<file path="src/include/scm_pkg.sv">
// constants, register map and mode type of the system clock controller
package scm_pkg;
    // bus and clock
    localparam int ADDR_W = 8;
    localparam int DATA_W = 32;
    localparam longint CLK_HZ = 10_000_000;
    localparam int CLK_PERIOD_NS = 100;
    // register byte offsets
    localparam logic [7:0] ADDR_CLKCTL = 8'h00;
    localparam logic [7:0] ADDR_HCTL = 8'h04;
    localparam logic [7:0] ADDR_STAT = 8'h08;
    // system clock control fields
    localparam int CLKCTL_SEL_LSB = 5;
    localparam int CLKCTL_HS_KEEP_BIT = 1;
    localparam int CLKCTL_LS_KEEP_BIT = 0;
    // high speed oscillator control fields
    localparam int HCTL_FREQ_LSB = 2;
    localparam int HCTL_STABLE_BIT = 1;
    localparam int HCTL_EN_BIT = 0;
    // reset values
    localparam logic [2:0] SEL_RST = 3'h0;
    localparam logic KEEP_RST = 1'b0;
    localparam logic HS_EN_RST = 1'b1;
    localparam logic [1:0] FREQ_RST = 2'h0;
    // selector code that picks the low speed source
    localparam logic [2:0] SEL_SUB = 3'h7;
    // frequency select codes
    localparam logic [1:0] FREQ_4M = 2'h1;
    localparam logic [1:0] FREQ_8M = 2'h2;
    // oscillator rates turned into phase increments of a 16 bit accumulator
    localparam int ACC_W = 16;
    localparam longint HS_2M_HZ = 2_000_000;
    localparam longint HS_4M_HZ = 4_000_000;
    localparam longint HS_8M_HZ = 8_000_000;
    localparam longint LS_HZ = 32_000;
    localparam logic [15:0] INC_2M = 16'((HS_2M_HZ << ACC_W) / CLK_HZ);
    localparam logic [15:0] INC_4M = 16'((HS_4M_HZ << ACC_W) / CLK_HZ);
    localparam logic [15:0] INC_8M = 16'((HS_8M_HZ << ACC_W) / CLK_HZ);
    localparam logic [15:0] INC_LS = 16'((LS_HZ << ACC_W) / CLK_HZ);
    // divider depth: f_H down to f_H/64
    localparam int DIV_W = 6;
    localparam int NUM_TAPS = 7;
    // oscillator settling time, rounded up to whole cycles
    localparam int HS_SETTLE_NS = 16000;
    localparam int HS_SETTLE_CYC = (HS_SETTLE_NS + CLK_PERIOD_NS - 1) / CLK_PERIOD_NS;
    // bus responses
    localparam logic [1:0] RESP_OKAY = 2'h0;
    localparam logic [1:0] RESP_DECERR = 2'h3;
    // operating modes
    typedef enum logic [2:0] {
        MD_FAST,
        MD_SLOW,
        MD_SLEEP,
        MD_IDLE_LOWSPEED_ONLY,
        MD_IDLE_BOTH_CLOCKS,
        MD_IDLE_HIGHSPEED_ONLY,
        MD_WAKE
    } scm_mode_t;
endpackage

</file>
<file path="src/include/scm_clk_if.sv">
// tick and selection signals between controller and system clock switch
`timescale 1ns/1ns
interface scm_clk_if;
    logic hs_tick; // high speed oscillator tick
    logic ls_tick; // low speed oscillator tick
    logic hs_run; // high speed oscillator running and live
    logic ls_run; // low speed oscillator running
    logic [2:0] sel; // requested selector code
    logic [2:0] sel_active; // selector code in force
    logic sys_tick; // system clock tick before mode gating
    logic [6:0] hs_taps; // f_H .. f_H/64 ticks
    modport mux (input hs_tick, ls_tick, hs_run, ls_run, sel,
                 output sys_tick, hs_taps, sel_active);
    modport ctl (input hs_tick, ls_tick, sys_tick, hs_taps, sel_active,
                 output hs_run, ls_run, sel);
endinterface

</file>
<file path="src/verilog/scm_nco.sv">
// phase accumulator that stands in for an rc oscillator as a tick stream
`timescale 1ns/1ns
module scm_nco #(
    parameter int W = 16
) (
    // clock and reset
    input logic aclk,
    input logic aresetn,
    // control
    input logic run,
    input logic [W-1:0] inc,
    // one-cycle tick at the oscillator rate
    output logic tick
);
    logic [W-1:0] acc_q; // phase
    logic [W:0] sum; // phase plus carry

    // too narrow an accumulator cannot resolve the slow source
    if (W < 8) begin : g_chk
        $error("scm_nco: W must be at least 8");
    end

    assign sum = {1'b0, acc_q} + {1'b0, inc};

    // a stopped oscillator restarts from phase zero
    always_ff @(posedge aclk) begin
        if (!aresetn || !run) begin
            acc_q <= '0;
            tick <= 1'b0;
        end else begin
            acc_q <= sum[W-1:0];
            tick <= sum[W];
        end
    end
endmodule

</file>
<file path="src/verilog/scm_sysclk_mux.sv">
// divider taps and glitch-free system clock source switch
`timescale 1ns/1ns
module scm_sysclk_mux (
    // clock and reset
    input logic aclk,
    input logic aresetn,
    // ticks in, selected tick out
    scm_clk_if.mux ck
);
    import scm_pkg::*;

    logic [DIV_W-1:0] div_q; // counts high speed ticks
    logic [NUM_TAPS-1:0] taps; // divided ticks
    logic [2:0] sel_q; // selector code in force
    logic cur_tick; // tick of the source in force
    logic cur_run; // source in force is running

    // tap k fires once every 2^k high speed ticks
    for (genvar k = 0; k < NUM_TAPS; k++) begin : g_tap
        localparam logic [DIV_W-1:0] MSK = DIV_W'((1 << k) - 1);
        assign taps[k] = ck.hs_tick & ((div_q & MSK) == MSK);
    end

    assign cur_tick = (sel_q == SEL_SUB) ? ck.ls_tick : taps[sel_q];
    assign cur_run = (sel_q == SEL_SUB) ? ck.ls_run : ck.hs_run;

    // divider counter, cleared while the oscillator is off
    always_ff @(posedge aclk) begin
        if (!aresetn || !ck.hs_run) begin
            div_q <= '0;
        end else if (ck.hs_tick) begin
            div_q <= div_q + 1'b1;
        end
    end

    // change over only at the end of a whole period of the old source,
    // or at once if that source has stopped and can give no more edges
    always_ff @(posedge aclk) begin
        if (!aresetn) begin
            sel_q <= SEL_RST;
        end else if (ck.sel != sel_q && (cur_tick || !cur_run)) begin
            sel_q <= ck.sel;
        end
    end

    // registered outputs
    always_ff @(posedge aclk) begin
        if (!aresetn) begin
            ck.sys_tick <= 1'b0;
            ck.hs_taps <= '0;
        end else begin
            ck.sys_tick <= cur_tick;
            ck.hs_taps <= taps;
        end
    end

    assign ck.sel_active = sel_q;
endmodule

</file>
<file path="src/verilog/scm_clock_ctrl.sv">
// system clock and power mode controller with an axi4-lite register slave
//
// Operation
// - selector 111 picks the low-speed source
// - codes 000-110 divide f_H by 1..64
// - f_SUB from 32 kHz rc, f_H 2/4/8 MHz
// - f_H kept for peripherals per enable bit
// - six modes; halt alone enters the stopped ones
// - fast: cpu and all clocks run
// - slow: cpu on f_SUB, f_H per enable
// - halt, both keep bits 0: sleep, all stop
// - sleep keeps 32 kHz only with watchdog
// - halt, ls keep only: f_SUB stays on
// - halt, both keep bits: cpu stops only
// - halt, hs keep only: f_H stays on
// - freq field 00/01/10/11 gives 2/4/8/2 MHz
// - stable flag clears, sets; then new frequency
// - reset: selector 000, keeps 0, oscillator on
//
// Added by the designer: the AXI4-Lite register port and the register addresses.
`timescale 1ns/1ns
module scm_clock_ctrl (
    // clock and reset
    input logic aclk,
    input logic aresetn,
    // axi4-lite write address
    input logic awvalid,
    output logic awready,
    input logic [scm_pkg::ADDR_W-1:0] awaddr,
    input logic [2:0] awprot,
    // axi4-lite write data
    input logic wvalid,
    output logic wready,
    input logic [scm_pkg::DATA_W-1:0] wdata,
    input logic [3:0] wstrb,
    // axi4-lite write response
    output logic bvalid,
    input logic bready,
    output logic [1:0] bresp,
    // axi4-lite read address
    input logic arvalid,
    output logic arready,
    input logic [scm_pkg::ADDR_W-1:0] araddr,
    input logic [2:0] arprot,
    // axi4-lite read data
    output logic rvalid,
    input logic rready,
    output logic [scm_pkg::DATA_W-1:0] rdata,
    output logic [1:0] rresp,
    // cpu and watchdog, same clock domain
    input logic halt_req,
    input logic wake_req,
    input logic watchdog_function,
    // clock ticks and status
    output logic cpu_clk_tick,
    output logic system_clock_tick,
    output logic [6:0] hs_periph_tick,
    output logic sub_clk_tick,
    output logic ls_rc_tick,
    output logic hs_osc_on,
    output logic halted
);
    import scm_pkg::*;

    scm_clk_if ck(); // ticks between oscillators, switch and controller

    // software controls
    logic [2:0] sysclk_source_select_q; // selector
    logic hs_osc_idle_keep_q; // keep f_H on after halt
    logic ls_osc_idle_keep_q; // keep f_SUB on after halt
    logic hs_osc_enable_q; // oscillator enable
    logic [1:0] hs_osc_freq_select_q; // requested frequency
    logic [1:0] freq_act_q; // frequency in force
    // oscillator state
    logic hs_osc_stable_flag_q; // read-only stable flag
    logic hs_live_q; // oscillator gives ticks
    logic [$clog2(HS_SETTLE_CYC+1)-1:0] settle_q; // settling count
    logic hs_on_q; // oscillator powered
    logic hs_on_d;
    logic hs_restart; // new settling period starts
    logic [15:0] hs_inc; // phase step of the frequency in force
    // mode
    scm_mode_t mode_q, mode_d;
    scm_mode_t run_tgt; // mode the selector asks for
    logic sys_on, sub_on, ls_rc_on, cpu_run;
    // bus
    logic aw_hold_q, w_hold_q;
    logic [ADDR_W-1:0] aw_addr_q;
    logic [DATA_W-1:0] w_data_q;
    logic w_strb0_q;
    logic wr_do; // both halves held, response free
    logic [ADDR_W-1:0] wa, ra; // word aligned addresses
    logic wr_clkctl, wr_hctl;
    logic [DATA_W-1:0] rd_val;
    logic rd_hit;

    // ---------------- axi4-lite slave ----------------
    assign wr_do = aw_hold_q && w_hold_q && !bvalid;
    assign wa = {aw_addr_q[ADDR_W-1:2], 2'b00};
    assign ra = {araddr[ADDR_W-1:2], 2'b00};
    assign wr_clkctl = wr_do && w_strb0_q && (wa == ADDR_CLKCTL);
    assign wr_hctl = wr_do && w_strb0_q && (wa == ADDR_HCTL);

    // address and data are taken in either order and held until the response
    always_ff @(posedge aclk) begin
        if (!aresetn) begin
            aw_hold_q <= 1'b0;
            awready <= 1'b1;
            aw_addr_q <= '0;
        end else if (awvalid && awready) begin
            aw_hold_q <= 1'b1;
            awready <= 1'b0;
            aw_addr_q <= awaddr;
        end else if (bvalid && bready) begin
            aw_hold_q <= 1'b0;
            awready <= 1'b1;
        end
    end

    // write data channel
    always_ff @(posedge aclk) begin
        if (!aresetn) begin
            w_hold_q <= 1'b0;
            wready <= 1'b1;
            w_data_q <= '0;
            w_strb0_q <= 1'b0;
        end else if (wvalid && wready) begin
            w_hold_q <= 1'b1;
            wready <= 1'b0;
            w_data_q <= wdata;
            w_strb0_q <= wstrb[0];
        end else if (bvalid && bready) begin
            w_hold_q <= 1'b0;
            wready <= 1'b1;
        end
    end

    // write response; writes to the status word are ignored but answered
    always_ff @(posedge aclk) begin
        if (!aresetn) begin
            bvalid <= 1'b0;
            bresp <= RESP_OKAY;
        end else if (wr_do) begin
            bvalid <= 1'b1;
            bresp <= (wa == ADDR_CLKCTL || wa == ADDR_HCTL || wa == ADDR_STAT)
                     ? RESP_OKAY : RESP_DECERR;
        end else if (bready) begin
            bvalid <= 1'b0;
        end
    end

    // read mux; unused bits read as zero
    always_comb begin
        rd_val = '0;
        rd_hit = 1'b1;
        case (ra)
            ADDR_CLKCTL: begin
                rd_val[CLKCTL_SEL_LSB +: 3] = sysclk_source_select_q;
                rd_val[CLKCTL_HS_KEEP_BIT] = hs_osc_idle_keep_q;
                rd_val[CLKCTL_LS_KEEP_BIT] = ls_osc_idle_keep_q;
            end
            ADDR_HCTL: begin
                rd_val[HCTL_FREQ_LSB +: 2] = hs_osc_freq_select_q;
                rd_val[HCTL_STABLE_BIT] = hs_osc_stable_flag_q;
                rd_val[HCTL_EN_BIT] = hs_osc_enable_q;
            end
            ADDR_STAT: begin
                rd_val[2:0] = mode_q;
                rd_val[3] = cpu_run;
                rd_val[4] = sys_on;
                rd_val[5] = hs_on_q;
                rd_val[6] = sub_on;
                rd_val[7] = ls_rc_on;
                rd_val[10:8] = ck.sel_active;
            end
            default: begin
                rd_hit = 1'b0; // unmapped
            end
        endcase
    end

    // read channel, one read at a time
    always_ff @(posedge aclk) begin
        if (!aresetn) begin
            arready <= 1'b1;
            rvalid <= 1'b0;
            rdata <= '0;
            rresp <= RESP_OKAY;
        end else if (arvalid && arready) begin
            arready <= 1'b0;
            rvalid <= 1'b1;
            rdata <= rd_val;
            rresp <= rd_hit ? RESP_OKAY : RESP_DECERR;
        end else if (rvalid && rready) begin
            arready <= 1'b1;
            rvalid <= 1'b0;
        end
    end

    // ---------------- control registers ----------------
    // selector may change at any time; the switch picks it up safely
    always_ff @(posedge aclk) begin
        if (!aresetn) begin
            sysclk_source_select_q <= SEL_RST;
            hs_osc_idle_keep_q <= KEEP_RST;
            ls_osc_idle_keep_q <= KEEP_RST;
        end else if (wr_clkctl) begin
            sysclk_source_select_q <= w_data_q[CLKCTL_SEL_LSB +: 3];
            hs_osc_idle_keep_q <= w_data_q[CLKCTL_HS_KEEP_BIT];
            ls_osc_idle_keep_q <= w_data_q[CLKCTL_LS_KEEP_BIT];
        end
    end

    // oscillator enable and frequency request
    always_ff @(posedge aclk) begin
        if (!aresetn) begin
            hs_osc_enable_q <= HS_EN_RST;
            hs_osc_freq_select_q <= FREQ_RST;
        end else if (wr_hctl) begin
            hs_osc_enable_q <= w_data_q[HCTL_EN_BIT];
            hs_osc_freq_select_q <= w_data_q[HCTL_FREQ_LSB +: 2];
        end
    end

    // enabling the oscillator or asking for a new frequency restarts settling
    assign hs_restart = wr_hctl && ((w_data_q[HCTL_EN_BIT] && !hs_osc_enable_q)
        || (w_data_q[HCTL_FREQ_LSB +: 2] != hs_osc_freq_select_q));

    // ---------------- high speed oscillator ----------------
    // power: fast, both idles that keep f_H, slow per the enable bit
    always_comb begin
        case (mode_q)
            MD_FAST: hs_on_d = 1'b1;
            MD_SLOW: hs_on_d = hs_osc_enable_q;
            MD_IDLE_BOTH_CLOCKS: hs_on_d = 1'b1;
            MD_IDLE_HIGHSPEED_ONLY: hs_on_d = 1'b1;
            MD_WAKE: hs_on_d = (run_tgt == MD_FAST) || hs_osc_enable_q;
            default: hs_on_d = 1'b0;
        endcase
    end

    // settling: flag drops at start, rises after the settling time, and only
    // then is the requested frequency put into force; until then a running
    // oscillator keeps its old rate so the system clock never jumps mid-way
    always_ff @(posedge aclk) begin
        if (!aresetn) begin
            hs_on_q <= 1'b0;
            settle_q <= '0;
            hs_osc_stable_flag_q <= 1'b0;
            hs_live_q <= 1'b0;
            freq_act_q <= FREQ_RST;
        end else begin
            hs_on_q <= hs_on_d;
            if (!hs_on_d) begin
                settle_q <= '0;
                hs_osc_stable_flag_q <= 1'b0;
                hs_live_q <= 1'b0;
            end else if (!hs_on_q || hs_restart) begin
                settle_q <= '0;
                hs_osc_stable_flag_q <= 1'b0;
            end else if (!hs_osc_stable_flag_q) begin
                if (settle_q == ($bits(settle_q))'(HS_SETTLE_CYC - 1)) begin
                    hs_osc_stable_flag_q <= 1'b1;
                    hs_live_q <= 1'b1;
                    freq_act_q <= hs_osc_freq_select_q;
                end else begin
                    settle_q <= settle_q + 1'b1;
                end
            end
        end
    end

    // frequency code to phase step; code 11 falls back to 2 MHz
    always_comb begin
        case (freq_act_q)
            FREQ_4M: hs_inc = INC_4M;
            FREQ_8M: hs_inc = INC_8M;
            default: hs_inc = INC_2M;
        endcase
    end

    assign ck.hs_run = hs_on_q && hs_live_q;
    assign ck.ls_run = ls_rc_on;
    assign ck.sel = sysclk_source_select_q;

    // the two rc sources
    scm_nco #(.W(ACC_W)) u_hs_osc (
        .aclk(aclk),
        .aresetn(aresetn),
        .run(ck.hs_run),
        .inc(hs_inc),
        .tick(ck.hs_tick)
    );
    scm_nco #(.W(ACC_W)) u_ls_osc (
        .aclk(aclk),
        .aresetn(aresetn),
        .run(ck.ls_run),
        .inc(INC_LS),
        .tick(ck.ls_tick)
    );

    // divider taps and safe source switch
    scm_sysclk_mux u_mux (
        .aclk(aclk),
        .aresetn(aresetn),
        .ck(ck)
    );

    // ---------------- operating mode ----------------
    assign run_tgt = (sysclk_source_select_q == SEL_SUB) ? MD_SLOW : MD_FAST;

    // stopped modes come only from halt; wake goes through a restart state
    always_comb begin
        mode_d = mode_q;
        case (mode_q)
            MD_FAST, MD_SLOW: begin
                if (halt_req) begin
                    case ({hs_osc_idle_keep_q, ls_osc_idle_keep_q})
                        2'b00: mode_d = MD_SLEEP;
                        2'b01: mode_d = MD_IDLE_LOWSPEED_ONLY;
                        2'b11: mode_d = MD_IDLE_BOTH_CLOCKS;
                        default: mode_d = MD_IDLE_HIGHSPEED_ONLY;
                    endcase
                end else if (run_tgt != mode_q) begin
                    // fast needs a live oscillator first
                    mode_d = (run_tgt == MD_FAST && !hs_live_q) ? MD_WAKE : run_tgt;
                end
            end
            MD_WAKE: begin
                if (run_tgt == MD_SLOW || hs_live_q) begin
                    mode_d = run_tgt;
                end
            end
            MD_SLEEP, MD_IDLE_LOWSPEED_ONLY, MD_IDLE_BOTH_CLOCKS,
            MD_IDLE_HIGHSPEED_ONLY: begin
                if (wake_req) begin
                    mode_d = MD_WAKE;
                end
            end
            default: mode_d = MD_FAST;
        endcase
    end

    // mode register; comes out of reset in fast with the selector at 000
    always_ff @(posedge aclk) begin
        if (!aresetn) begin
            mode_q <= MD_FAST;
        end else begin
            mode_q <= mode_d;
        end
    end

    // clock gates per mode
    always_comb begin
        cpu_run = (mode_q == MD_FAST) || (mode_q == MD_SLOW);
        ls_rc_on = (mode_q == MD_SLEEP) ? watchdog_function : 1'b1;
        case (mode_q)
            MD_FAST, MD_SLOW: begin
                sys_on = 1'b1;
                sub_on = 1'b1;
            end
            MD_IDLE_LOWSPEED_ONLY: begin
                sys_on = (sysclk_source_select_q == SEL_SUB);
                sub_on = 1'b1;
            end
            MD_IDLE_BOTH_CLOCKS: begin
                sys_on = 1'b1;
                sub_on = 1'b1;
            end
            MD_IDLE_HIGHSPEED_ONLY: begin
                sys_on = (sysclk_source_select_q != SEL_SUB);
                sub_on = 1'b0;
            end
            MD_WAKE: begin
                sys_on = 1'b0; // clock held until the source is ready
                sub_on = 1'b1;
            end
            default: begin
                sys_on = 1'b0;
                sub_on = 1'b0;
            end
        endcase
    end

    // registered clock ticks and status pins; taps still in the pipeline when
    // the oscillator powers down are dropped, so no late tick follows power-off
    always_ff @(posedge aclk) begin
        if (!aresetn) begin
            cpu_clk_tick <= 1'b0;
            system_clock_tick <= 1'b0;
            hs_periph_tick <= '0;
            sub_clk_tick <= 1'b0;
            ls_rc_tick <= 1'b0;
            hs_osc_on <= 1'b0;
            halted <= 1'b0;
        end else begin
            cpu_clk_tick <= ck.sys_tick && sys_on && cpu_run;
            system_clock_tick <= ck.sys_tick && sys_on;
            hs_periph_tick <= ck.hs_taps & {NUM_TAPS{hs_on_q}};
            sub_clk_tick <= ck.ls_tick && sub_on;
            ls_rc_tick <= ck.ls_tick;
            hs_osc_on <= hs_on_q;
            halted <= !cpu_run && (mode_q != MD_WAKE);
        end
    end
endmodule

</file>
<file path="config.mk">
export PLATFORM = sky130hd
export DESIGN_NAME = scm_clock_ctrl
export DESIGN_NICKNAME = d
export VERILOG_FILES = /design/src/include/scm_pkg.sv /design/src/include/scm_clk_if.sv /design/src/verilog/scm_nco.sv /design/src/verilog/scm_sysclk_mux.sv /design/src/verilog/scm_clock_ctrl.sv
export SDC_FILE = /design/constraint.sdc
export NUM_CORES = 1
export LEC_CHECK = 0
export BUFFER_PORTS_ARGS = -buffer_cell sky130_fd_sc_hd__buf_2
export CELL_PAD_IN_SITES_DETAIL_PLACEMENT = 1
export CELL_PAD_IN_SITES_GLOBAL_PLACEMENT = 1
export CORE_MARGIN = 2
export CORE_UTILIZATION = 35
export DETAILED_ROUTE_END_ITERATION = 8
export GPL_TIMING_DRIVEN = 0
export HOLD_SLACK_MARGIN = 0.12
export PLACE_DENSITY_LB_ADDON = 0.1
export SLEW_MARGIN = 10
export SYNTH_ARGS = -nofsm -noshare
export SYNTH_HDL_FRONTEND = slang
export SYNTH_SLANG_ARGS = --single-unit
</file>
<file path="constraint.sdc">
create_clock -name aclk -period 3.4 [get_ports aclk]
set_input_delay 0.51 -clock aclk [delete_from_list [all_inputs] [get_ports aclk]]
set_output_delay 0.51 -clock aclk [all_outputs]
set_load 0.02 [all_outputs]
</file>
==> summary by stage, run 1 <==
Run status
The run finished with clean final reports.

Place
The worst slack at placement is -0.0999 ns. The routability-driven placement congestion ratio is 0.787. The number of input and output port buffers inserted is between 60 and 70.

The post-DP HPWL is 11.2 mm. Once placement completed, the tool counted placed cells totaling 971.

Global route
For this run, the total global-route usage over all layers was measured as 0.176. The first global-routing pass estimated 25.4 mm of wire. The number of global-route vias before repair is 5102. The total congestion overflow is 0.

The number of antenna violations at the first check in global routing was 0. Entering global routing, the biggest net connects 17 pins.

Pwr
Across the VDD grid, the largest voltage drop is 319 uV. Total power for the finished layout comes to 0.00377 W. For this design the static power due to leakage is 3.02 nW. In this run the power density over the cells is slightly above 500 nW/um2.

Critical path
The total buffers and inverters traversed by the critical path is 3. The required time reported for the critical path endpoint is around 3.7 ns. The path depth of the worst reg2reg path is 12.

The critical register-to-register path startpoint is freq_act_q[0]. The capturing point of the worst reg2reg path is u_hs_osc.acc_q[12]. STA classifies the critical path startpoint as a register. Data on the critical path arrives at its endpoint at 3.56 ns. The maximum cell stage delay along the critical path is 0.47 ns. The classification of the worst setup path is reg -> reg.

The kind of end point of the critical path is a register. The largest fanout of any net on the critical path is 10. The critical path goes through inv_1 -> ha_2 -> clkbuf_4 -> buf_4 -> and2_1 -> fa_1 -> a21oi_1 -> a21o_1 -> a311oi_1 -> o41ai_4 -> a21boi_0 -> a32o_1.

The setup check on the worst reg-to-reg path leaves a slack of 0.16 ns. In this design, the largest share of critical-path delay is due to compound AO/OA/AOI/OAI gates. The slowest stage of the critical path belongs to the cell sky130_fd_sc_hd__o41ai_4.

Cells and area
The area growth from synthesis to layout is 21.7%. The layout cell share with drive strength beyond 1 is 0.190. In the final layout, flip-flops and latches occupy roughly 2400 um2. In the layout the commonest cells are sky130_fd_sc_hd__dfxtp_1, sky130_fd_sc_hd__nand2_1, sky130_fd_sc_hd__buf_2, sky130_fd_sc_hd__nor2_1, sky130_fd_sc_hd__a21oi_1. The commonest non-fill, non-tap cell in the layout is sky130_fd_sc_hd__dfxtp_1. The number of antenna diodes is 0. The number of nets in the final layout is between 800 and 900. At the end of the flow the core is filled with cells to 0.436.

Summing all multi-input logic gate instances after layout gives 3180 um2. The number of fillers in the final layout is 1972. The final cell count without fillers is 1003.

Clocking
The root buffer cell chosen for the clock tree is sky130_fd_sc_hd__clkbuf_16. The clock tree from TritonCTS is yes. After clock tree synthesis, the clock-pin slew on the worst setup and hold paths is 0.06 ns.

The clock sink count is approximately 120. The clock tree synthesis step divided the H-tree into 4 levels. For the worst-skew pair, the clock arrives at the later sink with an insertion delay of around 0.42 ns.

The maximum buffer depth of the clock tree is 2. The number of buffers added by the clock tree synthesis step is 17.

Min path
The worst min-delay path category is in -> reg. The startpoint of the worst hold path is wdata[1]. The worst hold path depth is 3.

The worst hold path terminates at w_data_q[1].

STA
The highest clock rate is 308 MHz. The number of hold violations in the final report is 0. On the final layout, the worst clock skew is around 0.0074 ns. Setup repair after global routing left no endpoint under its margin. The number of pins with negative max-slew slack in the final report is 0. The setup TNS after final layout is 0 ns. The worst path needs between 3 and 4 ns of the cycle, external delays included. The final-report setup violation count is 0. The transition time at the pin with the least slew margin is 0.952 ns. Across all setup checks in the final design, the least slack found is roughly 0.16 ns.

The post-route fraction of the period consumed by the critical path is 0.954. In this run the tightest slew margin relative to its limit is 0.360.

Yosys
The total of warnings raised by yosys is 0. The number of library cell types mapped by synthesis is 75. The average instance in the mapped netlist occupies between 8 and 9 um2. The async set-or-reset flop fraction in the synthesized netlist is 0.

Counting flops and latches in the post-synthesis netlist gives roughly 120. Synthesis produced a netlist whose cell count is 670. The register area share after synthesis is 0.409. The post-synthesis cell area is 5970 um2.

For this run, the leading register cell type out of synthesis is sky130_fd_sc_hd__dfxtp_1. Counting flops with a built-in enable in the synthesized netlist gives 0.

Job
The reported max-cap violation count is 0.

Floorplanning
The floorplan step set the die width to 135 um. Row generation in the floorplan step produced 47 rows. The core region is 16600 um2.

From bottom edge to top edge, the die measures 135 um. The floorplan step defined a die boundary enclosing 18100 um2. The number of primary I/O pins is 122. The starting density of the core is 0.359.

Detailed routing
The via count is about 5000. The post-detailed-route DRC marker count is 0. The number of detailed-route iterations in the first pass is 7. The average wire per cell in the routed design is 15.2 um. The via-per-instance ratio is 4.94.

The detailed router finished its first iteration with 170 violations. The remaining antenna violation count is 0. The total detailed-routing wirelength is 15.2 mm.
## synth_stat cells (all sizes together) (19+ instances only)
cell type	number	area share
nor2b	26	0.027
inv	20	0.013
a21oi	34	0.029
mux2i	21	0.035
nor2	59	0.037
xor2	20	0.029
nand2	73	0.046
a21boi	19	0.024
o21ai	21	0.018
clkbuf	22	0.019
dfxtp	122	0.41
buf	31	0.038
## layer usage
layer	wire [um]	vias to the layer above	track usage
met5	0	-	0
met4	133	0	0.0468
met3	510	17	0.0405
met2	7430	83	0.302
met1	7120	2359	0.222
li1	-	2494	-
## per-stage QoR
step           instance area, um2  hold slack, ns
4_1_cts                      7230           0.333
2_1_floorplan                6040           0.429
6_report                     7260           0.350
3_3_place_gp                 6620           0.438
3_5_place_dp                 6620           0.445
5_1_grt                      7260           0.351
## flip-flops by register name (all words and copies together) (netlist names), 3 cells and up
register	count
hs_periph_tick	7
settle_q	8
mode_q	3
u_hs_osc.acc_q	16
u_mux.ck.sel_active	3
rdata	11
w_data_q	7
u_ls_osc.acc_q	16
u_mux.ck.hs_taps	7
aw_addr_q	6
u_mux.div_q	6
ck.sel	3
## worst reg2reg max path, stage by stage, from the launching register on
cell and delay (ns):
sky130_fd_sc_hd__dfxtp_1 0.34, sky130_fd_sc_hd__inv_1 0.07, sky130_fd_sc_hd__ha_2 0.34, sky130_fd_sc_hd__clkbuf_4 0.22, sky130_fd_sc_hd__buf_4 0.20, sky130_fd_sc_hd__and2_1 0.18, sky130_fd_sc_hd__fa_1 0.42, sky130_fd_sc_hd__a21oi_1 0.16
sky130_fd_sc_hd__a21o_1 0.17, sky130_fd_sc_hd__a311oi_1 0.17, sky130_fd_sc_hd__o41ai_4 0.47, sky130_fd_sc_hd__a21boi_0 0.18, sky130_fd_sc_hd__a32o_1 0.23
## where the power goes
part / internal (W) / total [W] / leakage, nW / switching, W
clock network: 0.00109 / 0.00181 / 0.281 / 0.000717
registers: 0.00149 / 0.00154 / 0.991 / 0.0000534
logic: 0.000177 / 0.000413 / 1.74 / 0.000236
total: 0.00276 / 0.00377 / 3.02 / 0.00101
## what timing repair did
action / 4_1_cts / 5_1_grt
buffers inserted: 0 / 0
resized for setup: 2 / 8
pin swaps: 0 / 1
hold buffers: 0 / 0
endpoints found under the setup margin: 3 / 5
## worst max-delay path by stage
stage,slack (ns),endpoint,depth (start not counted),from
global route,0.0009,u_hs_osc.acc_q[15],11,freq_act_q[0]
floorplan,0.44,u_hs_osc.acc_q[10],12,freq_act_q[0]
detailed placement,-0.1,u_hs_osc.acc_q[15],11,freq_act_q[0]
CTS,0.01,u_hs_osc.tick,12,freq_act_q[0]
finish,0.16,u_hs_osc.acc_q[12],12,freq_act_q[0]
global placement,-0.06,u_hs_osc.acc_q[15],11,freq_act_q[0]
## area by class of cell
type,count,share of cell area
Buffer,55,0.0538
Clock buffer,17,0.0586
Clock inverter,15,0.0229
Inverter,20,0.0103
Multi-Input combinational cell,493,0.438
Sequential cell,122,0.336
Tap cell,220,0.0379
Timing Repair Buffer,61,0.0420
## kinds of logic (layout without fill, tap and decap cells)
family	Yosys count	count (layout)	synth area share
AO/OA/AOI/OAI	135	135	0.163
XOR/XNOR	37	37	0.0543
adder cells (fa/ha/maj)	19	19	0.0407
buffers and inverters	75	168	0.0771
flip-flops	122	122	0.409
multiplexers	22	22	0.0371
other	1	21	0.000628
AND/OR/NAND/NOR	259	259	0.218
No activity file was read; power rests on OpenSTA's default activity.
==> run 2: changes to the inputs <==
--- a/config.mk
+++ b/config.mk
@@ -5,6 +5,7 @@
 export SDC_FILE = /design/constraint.sdc
 export NUM_CORES = 1
 export LEC_CHECK = 0
+export ABC_AREA = 1
 export BUFFER_PORTS_ARGS = -buffer_cell sky130_fd_sc_hd__buf_2
 export CELL_PAD_IN_SITES_DETAIL_PLACEMENT = 1
 export CELL_PAD_IN_SITES_GLOBAL_PLACEMENT = 1
==> summary by stage, run 2 <==
Yosys
The most frequent cell after synthesis is sky130_fd_sc_hd__nand2_1. The library cell occupying the most area in the post-synthesis netlist is sky130_fd_sc_hd__dfxtp_1. The commonest cells after synthesis are sky130_fd_sc_hd__nand2_1, sky130_fd_sc_hd__dfxtp_1, sky130_fd_sc_hd__nor2_1. The post-synthesis cell area is 5910 um2 (-0.94%).

After synthesis, the largest family of logic cells by area is simple AND/OR/NAND/NOR gates. The adder-cell share of the synthesized area was 0.0394 (-0.00131). The number of synthesized flops with an enable pin was 0 (unchanged). The async set-or-reset flop fraction in the synthesized netlist is 0 (unchanged). The post-synthesis compound-gate area fraction is 0.126 (-0.0370). The total of warnings raised by yosys came to 0 (unchanged). The number of library cell types mapped by synthesis is 44 (-41%). The register area share after synthesis was 0.413 (+0.00390). The flip-flop and latch count after synthesis is 122 (unchanged). The mux contribution to synthesized area is 0 (-0.0371). The average cell area after synthesis came to 7.05 um2 (-21%). The post-synthesis xor/xnor area fraction is 0.0222 (-0.0321). The fraction of synthesized cell area taken by the top area cell type is 0.413 (+0.00390). The synthesized-area fraction occupied by and/or/nand/nor cells is 0.290 (+0.0719). Ranked by total cell area, the synthesized netlist is headed by sky130_fd_sc_hd__dfxtp_1, sky130_fd_sc_hd__nand2_1, sky130_fd_sc_hd__nor2_1. The dominant synthesized flop cell is sky130_fd_sc_hd__dfxtp_1. The synthesized instance count is 839 (+25%).

Run status
The run finished with clean final reports.

Global route
The largest net degree at the start of global routing was 17 (unchanged). The number of antenna violations at the first check in global routing is 0 (unchanged). The total congestion overflow was 0 (unchanged). The wire length of the first global-routing pass is 27.6 mm (+8.5%). The number of global-route vias before repair was 5939 (+16%). The global routing usage summed across all routing layers came to 0.192 (+0.0159).

Place
The post-DP HPWL came to 12.8 mm (+15%). The routability-driven placement congestion ratio is 0.857 (+8.9%). The placed cell count is 1141 (+18%).

The number of input and output port buffers inserted is 62 (+1.6%).

Pwr
The power density of the placed cells came to 553 nW/um2 (+6.6%). The peak ir drop on the vdd network is 349 uV (+9.3%). The static leakage is 3.32 nW (+10%).

Critical path
The required time reported for the critical path endpoint came to 3.71 ns (about the same). The worst setup path is of the reg -> reg kind. The worst setup path is launched from a register. The arrival time at the worst endpoint is 2.93 ns (-0.63 ns). The kind of end point of the critical path is a register. The largest fanout of any net on the critical path was 10 (unchanged).

Floorplanning
The floorplan die area is 17900 um2 (-0.92%). The placement row count is 47 (unchanged). The die extent in x came to 134 um (-0.46%). The starting density of the core is 0.358 (-0.000855). The placeable core area was 16500 um2 (-0.71%). The number of primary I/O pins is 122 (unchanged). The height of the die is 134 um (-0.46%).

Cells and area
The utilization of the core after routing came to 0.433 (-0.00295). The number of nets in the final layout is 1026 (+20%). The largest registers in the layout are u_hs_osc.acc_q: 16 flops, u_ls_osc.acc_q: 16 flops, rdata: 11 flops.

Leaving out fill and tap cells, the most frequent cell in the layout is sky130_fd_sc_hd__nand2_1. The final cell count without fillers is 1173 (+17%). The number of antenna diodes is 0 (unchanged).

The area growth from synthesis to layout is 21.1%. The library cells used most frequently in the layout, excluding fill and tap cells, are sky130_fd_sc_hd__nand2_1, sky130_fd_sc_hd__dfxtp_1, sky130_fd_sc_hd__nor2_1, sky130_fd_sc_hd__inv_1, sky130_fd_sc_hd__a21oi_1. The layout cell share with drive strength beyond 1 came to 0.156 (-0.0339).

Detailed routing
The via count was 5626 (+14%). The total detailed-routing wirelength is 16.3 mm (+7.2%). The iteration-0 DRC count of the detailed router came to 204 (+20%).

The via-per-instance ratio came to 4.80 (-2.9%). The average wire per cell in the routed design is 13.9 um (-8.4%). The number of detailed-route iterations in the first pass is 4 (-3). The remaining antenna violation count was 0 (unchanged). The post-detailed-route DRC marker count is 0 (unchanged).

Clocking
The maximum buffer depth of the clock tree is 2 (unchanged). The clock tree from TritonCTS is yes. The number of gates resized after CTS came to 0 (-2). The post-CTS setup buffer count is 0 (unchanged). The number of buffers added by the clock tree synthesis step was 17 (unchanged). The cell sitting at the root of the clock tree is a sky130_fd_sc_hd__clkbuf_16. The insertion delay to the later sink of the worst-skew pair is 0.42 ns (about the same). The clock sink count came to 122 (unchanged). The H-tree depth is 4 (unchanged).

The clock slew seen by the registers of the worst setup and hold paths came to 0.06 ns (about the same). The hold buffer count at cts is 0 (unchanged).

STA
The clock skew after layout is 0.0116 ns (+0.00415 ns). The number of pins with negative max-slew slack in the final report is 0 (unchanged). Setup repair after global routing left no endpoint under its margin. The setup TNS after final layout came to 0 ns (unchanged). The post-layout minimum cycle time is 2.62 ns (-0.628 ns). The highest clock rate is 382 MHz (+24%). The post-route fraction of the period consumed by the critical path is 0.770 (-0.185). The number of hold violations in the final report is 0 (unchanged). The transition time at the pin with the least slew margin is 0.611 ns (-0.341 ns). The final-report setup violation count was 0 (unchanged). The relative slew slack came to 0.593 (+0.233). The tightest hold margin is 0.346 ns (-0.00408 ns).

Min path
The tightest min-delay check is of the in -> reg type.

Job
The reported max-cap violation count came to 0 (unchanged).
run 2: cell type report:
cell class,instances,area (um2)
Buffer,39,253
Fill cell,2134,9360
Sequential cell,122,2440
Clock buffer,18,429
Clock inverter,14,159
Inverter,104,390
Tap cell,220,275
Timing Repair Buffer,62,310
Multi-Input combinational cell,594,2900
run 2: power breakdown:
part | leakage, nW | total, W | internal, W | switching [W]
clock | 0.283 | 0.00181 | 0.00109 | 0.000716
combinational | 2.05 | 0.000543 | 0.000188 | 0.000356
sequential | 0.992 | 0.00161 | 0.00152 | 0.0000862
total | 3.32 | 0.00396 | 0.00280 | 0.00116
run 2: worst paths after layout:
| check | startpoint | to | slack [ns] | cells after the start |
|---|---|---|---|---|
| worst min-delay path | wdata[1] | w_data_q[1] | 0.35 | 3 |
| worst min register to register | u_mux.ck.hs_taps[3] | hs_periph_tick[3] | 0.41 | 2 |
| worst max-delay path | freq_act_q[0] | u_hs_osc.acc_q[10] | 0.78 | 16 |
| worst max register to register | freq_act_q[0] | u_hs_osc.acc_q[10] | 0.78 | 16 |
run 2: stage by stage:
stage / total power, W / setup WS [ns] / area [um2]
global placement: 0.00215 / 0.871 / 6570
global route: 0.00417 / 0.536 / 7160
detailed placement: 0.00219 / 0.780 / 6570
floorplan: 0.00202 / 1.25 / 5990
finish: 0.00396 / 0.783 / 7160
CTS: 0.00401 / 0.757 / 7160
run 2: per-layer routing:
layer,track usage,vias to the layer above,wire length (um),share of wire
met4,0.0715,0,276,0.017
met1,0.228,2688,7470,0.46
met5,0,-,0,0
met3,0.0333,22,420,0.026
met2,0.344,73,8120,0.50
li1,-,2843,-,-
run 2: critical path, cell delays in order, from the launching register on:
cell and delay [ns]:
sky130_fd_sc_hd__dfxtp_1 0.31, sky130_fd_sc_hd__inv_1 0.07, sky130_fd_sc_hd__ha_1 0.39, sky130_fd_sc_hd__buf_6 0.19, sky130_fd_sc_hd__nand2_1 0.11, sky130_fd_sc_hd__inv_1 0.08
sky130_fd_sc_hd__fa_1 0.39, sky130_fd_sc_hd__nand2_1 0.09, sky130_fd_sc_hd__nand2_1 0.05, sky130_fd_sc_hd__nand2_1 0.07, sky130_fd_sc_hd__nand2_1 0.10, sky130_fd_sc_hd__nand2_1 0.08
sky130_fd_sc_hd__nand2_1 0.12, sky130_fd_sc_hd__a21oi_1 0.27, sky130_fd_sc_hd__nand2_1 0.08, sky130_fd_sc_hd__nand2_1 0.06, sky130_fd_sc_hd__nor2_1 0.04
run 2: cell families (layout without fill, tap and decap cells):
| family | count (synthesis) | count (layout) |
|---|---|---|
| other cells | 1 | 21 |
| flops | 122 | 122 |
| buf+inv | 143 | 237 |
| xor+xnor | 15 | 15 |
| fa+ha+maj | 18 | 18 |
| compound gates | 139 | 139 |
| simple gates | 401 | 401 |
==> run 3: changes to the inputs <==
==> constraint.sdc (replaced) <==
create_clock -name aclk -period 2.5 [get_ports aclk]
set_input_delay 0.375 -clock aclk [delete_from_list [all_inputs] [get_ports aclk]]
set_output_delay 0.375 -clock aclk [all_outputs]
set_load 0.02 [all_outputs]
==> summary by stage, run 3 (same netlist as run 2, synthesis figures left out) <==
Detailed routing
The total detailed-routing wirelength is 16.3 mm (+0.18%). The number of detailed-route iterations in the first pass came to 4 (unchanged). The via-per-instance ratio is 4.80 (about the same).

The via count is 5629 (+0.053%). The iteration-0 DRC count of the detailed router is 194 (-4.9%). The average wire per cell in the routed design was 13.9 um (+0.18%).

The remaining antenna violation count is 0 (unchanged). The post-detailed-route DRC marker count is 0 (unchanged).

STA
The transition time at the pin with the least slew margin is 0.612 ns (+0.00136 ns). The post-layout minimum cycle time is 2.31 ns (-0.302 ns). The final-report setup violation count is 0 (unchanged). Setup repair after global routing left no endpoint under its margin. The number of pins with negative max-slew slack in the final report is 0 (unchanged).

The relative slew slack is 0.592 (-0.000904). The post-route fraction of the period consumed by the critical path came to 0.926 (+0.156). The highest clock rate is 432 MHz (+13%). The clock skew after layout is 0.00887 ns (-0.00272 ns). The number of hold violations in the final report came to 0 (unchanged).

Clocking
The H-tree depth is 4 (unchanged). The insertion delay to the later sink of the worst-skew pair is 0.42 ns (about the same). The library cell used as clock root buffer is sky130_fd_sc_hd__clkbuf_16. The hold buffer count at cts came to 0 (unchanged). The clock slew seen by the registers of the worst setup and hold paths is 0.06 ns (about the same). The post-CTS setup buffer count is 0 (unchanged).

The maximum buffer depth of the clock tree was 2 (unchanged). The number of buffers added by the clock tree synthesis step is 17 (unchanged). The clock sink count is 122 (unchanged). TritonCTS built the clock tree.

Pwr
The static leakage is 3.32 nW (+0.11%). The power density of the placed cells was 749 nW/um2 (+35%). The peak ir drop on the vdd network is 490 uV (+40%). The overall power of the completed layout is 0.00539 W (+36%).

Place
The number of input and output port buffers inserted is 62 (unchanged). The post-DP HPWL is 12.8 mm (unchanged). The routability-driven placement congestion ratio is 0.857 (unchanged).

The post-place instance area is 6570 um2 (unchanged). The placed cell count came to 1141 (unchanged).

Cells and area
The area growth from synthesis to layout is 21.7%. The largest registers in the layout are u_hs_osc.acc_q: 16 flops, u_ls_osc.acc_q: 16 flops, rdata: 11 flops. The utilization of the core after routing was 0.436 (+0.00220). The layout cell share with drive strength beyond 1 came to 0.163 (+0.00630).

The commonest non-fill, non-tap cell in the layout is sky130_fd_sc_hd__nand2_1. The number of nets in the final layout is 1026 (unchanged). The post-route cell area was 7200 um2 (+0.51%).

The number of antenna diodes is 0 (unchanged). The final cell count without fillers is 1173 (unchanged). In the layout the commonest cells are sky130_fd_sc_hd__nand2_1, sky130_fd_sc_hd__dfxtp_1, sky130_fd_sc_hd__nor2_1, sky130_fd_sc_hd__inv_1, sky130_fd_sc_hd__a21oi_1.

Global route
The wire length of the first global-routing pass is 27.6 mm (about the same). The global routing usage summed across all routing layers is 0.192 (about the same). The number of antenna violations at the first check in global routing came to 0 (unchanged).

The largest net degree at the start of global routing was 17 (unchanged). The number of global-route vias before repair was 5940 (+0.017%). The total congestion overflow is 0 (unchanged).

Floorplanning
The placeable core area is 16500 um2 (unchanged). The number of primary I/O pins is 122 (unchanged). The height of the die is 134 um (unchanged). The placement row count is 47 (unchanged). The floorplan die area is 17900 um2 (unchanged).

The die extent in x was 134 um (unchanged). The starting density of the core is 0.358 (unchanged).

Min path
The tightest min-delay check is of the in -> reg type.

Critical path
The startpoint type of the worst setup path is a register. The arrival time at the worst endpoint came to 2.63 ns (-0.30 ns). The classification of the worst setup path is reg -> reg. The required time reported for the critical path endpoint is 2.81 ns (-0.90 ns). The largest fanout of any net on the critical path is 10 (unchanged). STA classifies the critical path endpoint as a register.

Job
The reported max-cap violation count is 0 (unchanged).

Run status
The run finished with clean final reports.
==> run 3: cell count changes in the layout (fill, tap and decap cells not counted) <==
cell                      before  now
sky130_fd_sc_hd__inv_2         5    6
sky130_fd_sc_hd__nand2_4       1    2
sky130_fd_sc_hd__nand2_1     195  192
sky130_fd_sc_hd__a21oi_4       0    1
sky130_fd_sc_hd__nand2_2       2    4
sky130_fd_sc_hd__ha_4          0    1
sky130_fd_sc_hd__a21oi_1      71   70
sky130_fd_sc_hd__ha_1         17   16
sky130_fd_sc_hd__inv_1        99   98
==> run 3: layout make-up <==
cell class	count	area (um2)
fillers	2126	9330
repair buffers	62	310
inverters	104	390
multi-input cells	594	2940
well taps	220	275
clock buffers	18	429
plain buffers	39	253
flip-flops and latches	122	2440
clock inverters	14	159
==> run 3: repair_timing <==
item	in CTS	in global routing
pin swaps	1	1
hold endpoints to repair	0	0
gates resized for setup	3	6
endpoints found under the setup margin	1	7
==> run 3: worst max-delay path, cell delays in order (launching register included) <==
cell                      delay, ns
sky130_fd_sc_hd__dfxtp_1       0.32
sky130_fd_sc_hd__inv_2         0.06
sky130_fd_sc_hd__ha_4          0.26
sky130_fd_sc_hd__buf_6         0.16
sky130_fd_sc_hd__nand2_1       0.11
sky130_fd_sc_hd__inv_1         0.08
sky130_fd_sc_hd__fa_1          0.39
sky130_fd_sc_hd__nand2_1       0.09
sky130_fd_sc_hd__nand2_1       0.05
sky130_fd_sc_hd__nand2_1       0.07
sky130_fd_sc_hd__nand2_1       0.11
sky130_fd_sc_hd__nand2_2       0.10
sky130_fd_sc_hd__nand2_4       0.07
sky130_fd_sc_hd__a21oi_4       0.15
sky130_fd_sc_hd__nand2_1       0.07
sky130_fd_sc_hd__nand2_1       0.05
sky130_fd_sc_hd__nor2_1        0.04
==> run 3: power breakdown <==
part	internal, W	leakage, nW	total, W	switching [W]
Sequential	0.00207	0.992	0.00219	0.000117
Clock	0.00149	0.283	0.00246	0.000976
Combinational	0.000255	2.05	0.000740	0.000485
Total	0.00381	3.32	0.00539	0.00158
==> run 3: worst paths after layout <==
| kind | depth (start not counted) | to | from | slack (ns) |
|---|---|---|---|---|
| max | 16 | u_hs_osc.acc_q[10] | freq_act_q[0] | 0.19 |
| min | 3 | w_data_q[1] | wdata[1] | 0.21 |
| max reg2reg | 16 | u_hs_osc.acc_q[10] | freq_act_q[0] | 0.19 |
| min reg2reg | 2 | hs_periph_tick[3] | u_mux.ck.hs_taps[3] | 0.41 |
==> run 3: stage by stage <==
stage	setup slack, ns	hold slack (ns)	setup TNS (ns)
floorplan	0.352	0.394	0
global placement	-0.0291	0.394	-0.0291
detailed placement	-0.120	0.406	-0.120
CTS	0.0290	0.196	0
global route	0.00105	0.219	0
finish	0.185	0.209	0
==> run 3: routing by layer <==
layer  vias to the layer above  wire, um  track usage  share of wire
met2                        72      8110        0.344           0.50
met1                      2691      7510        0.228           0.46
li1                       2845         -            -              -
met4                         0       278       0.0715          0.017
met5                         -         0            0              0
met3                        21       412       0.0333          0.025
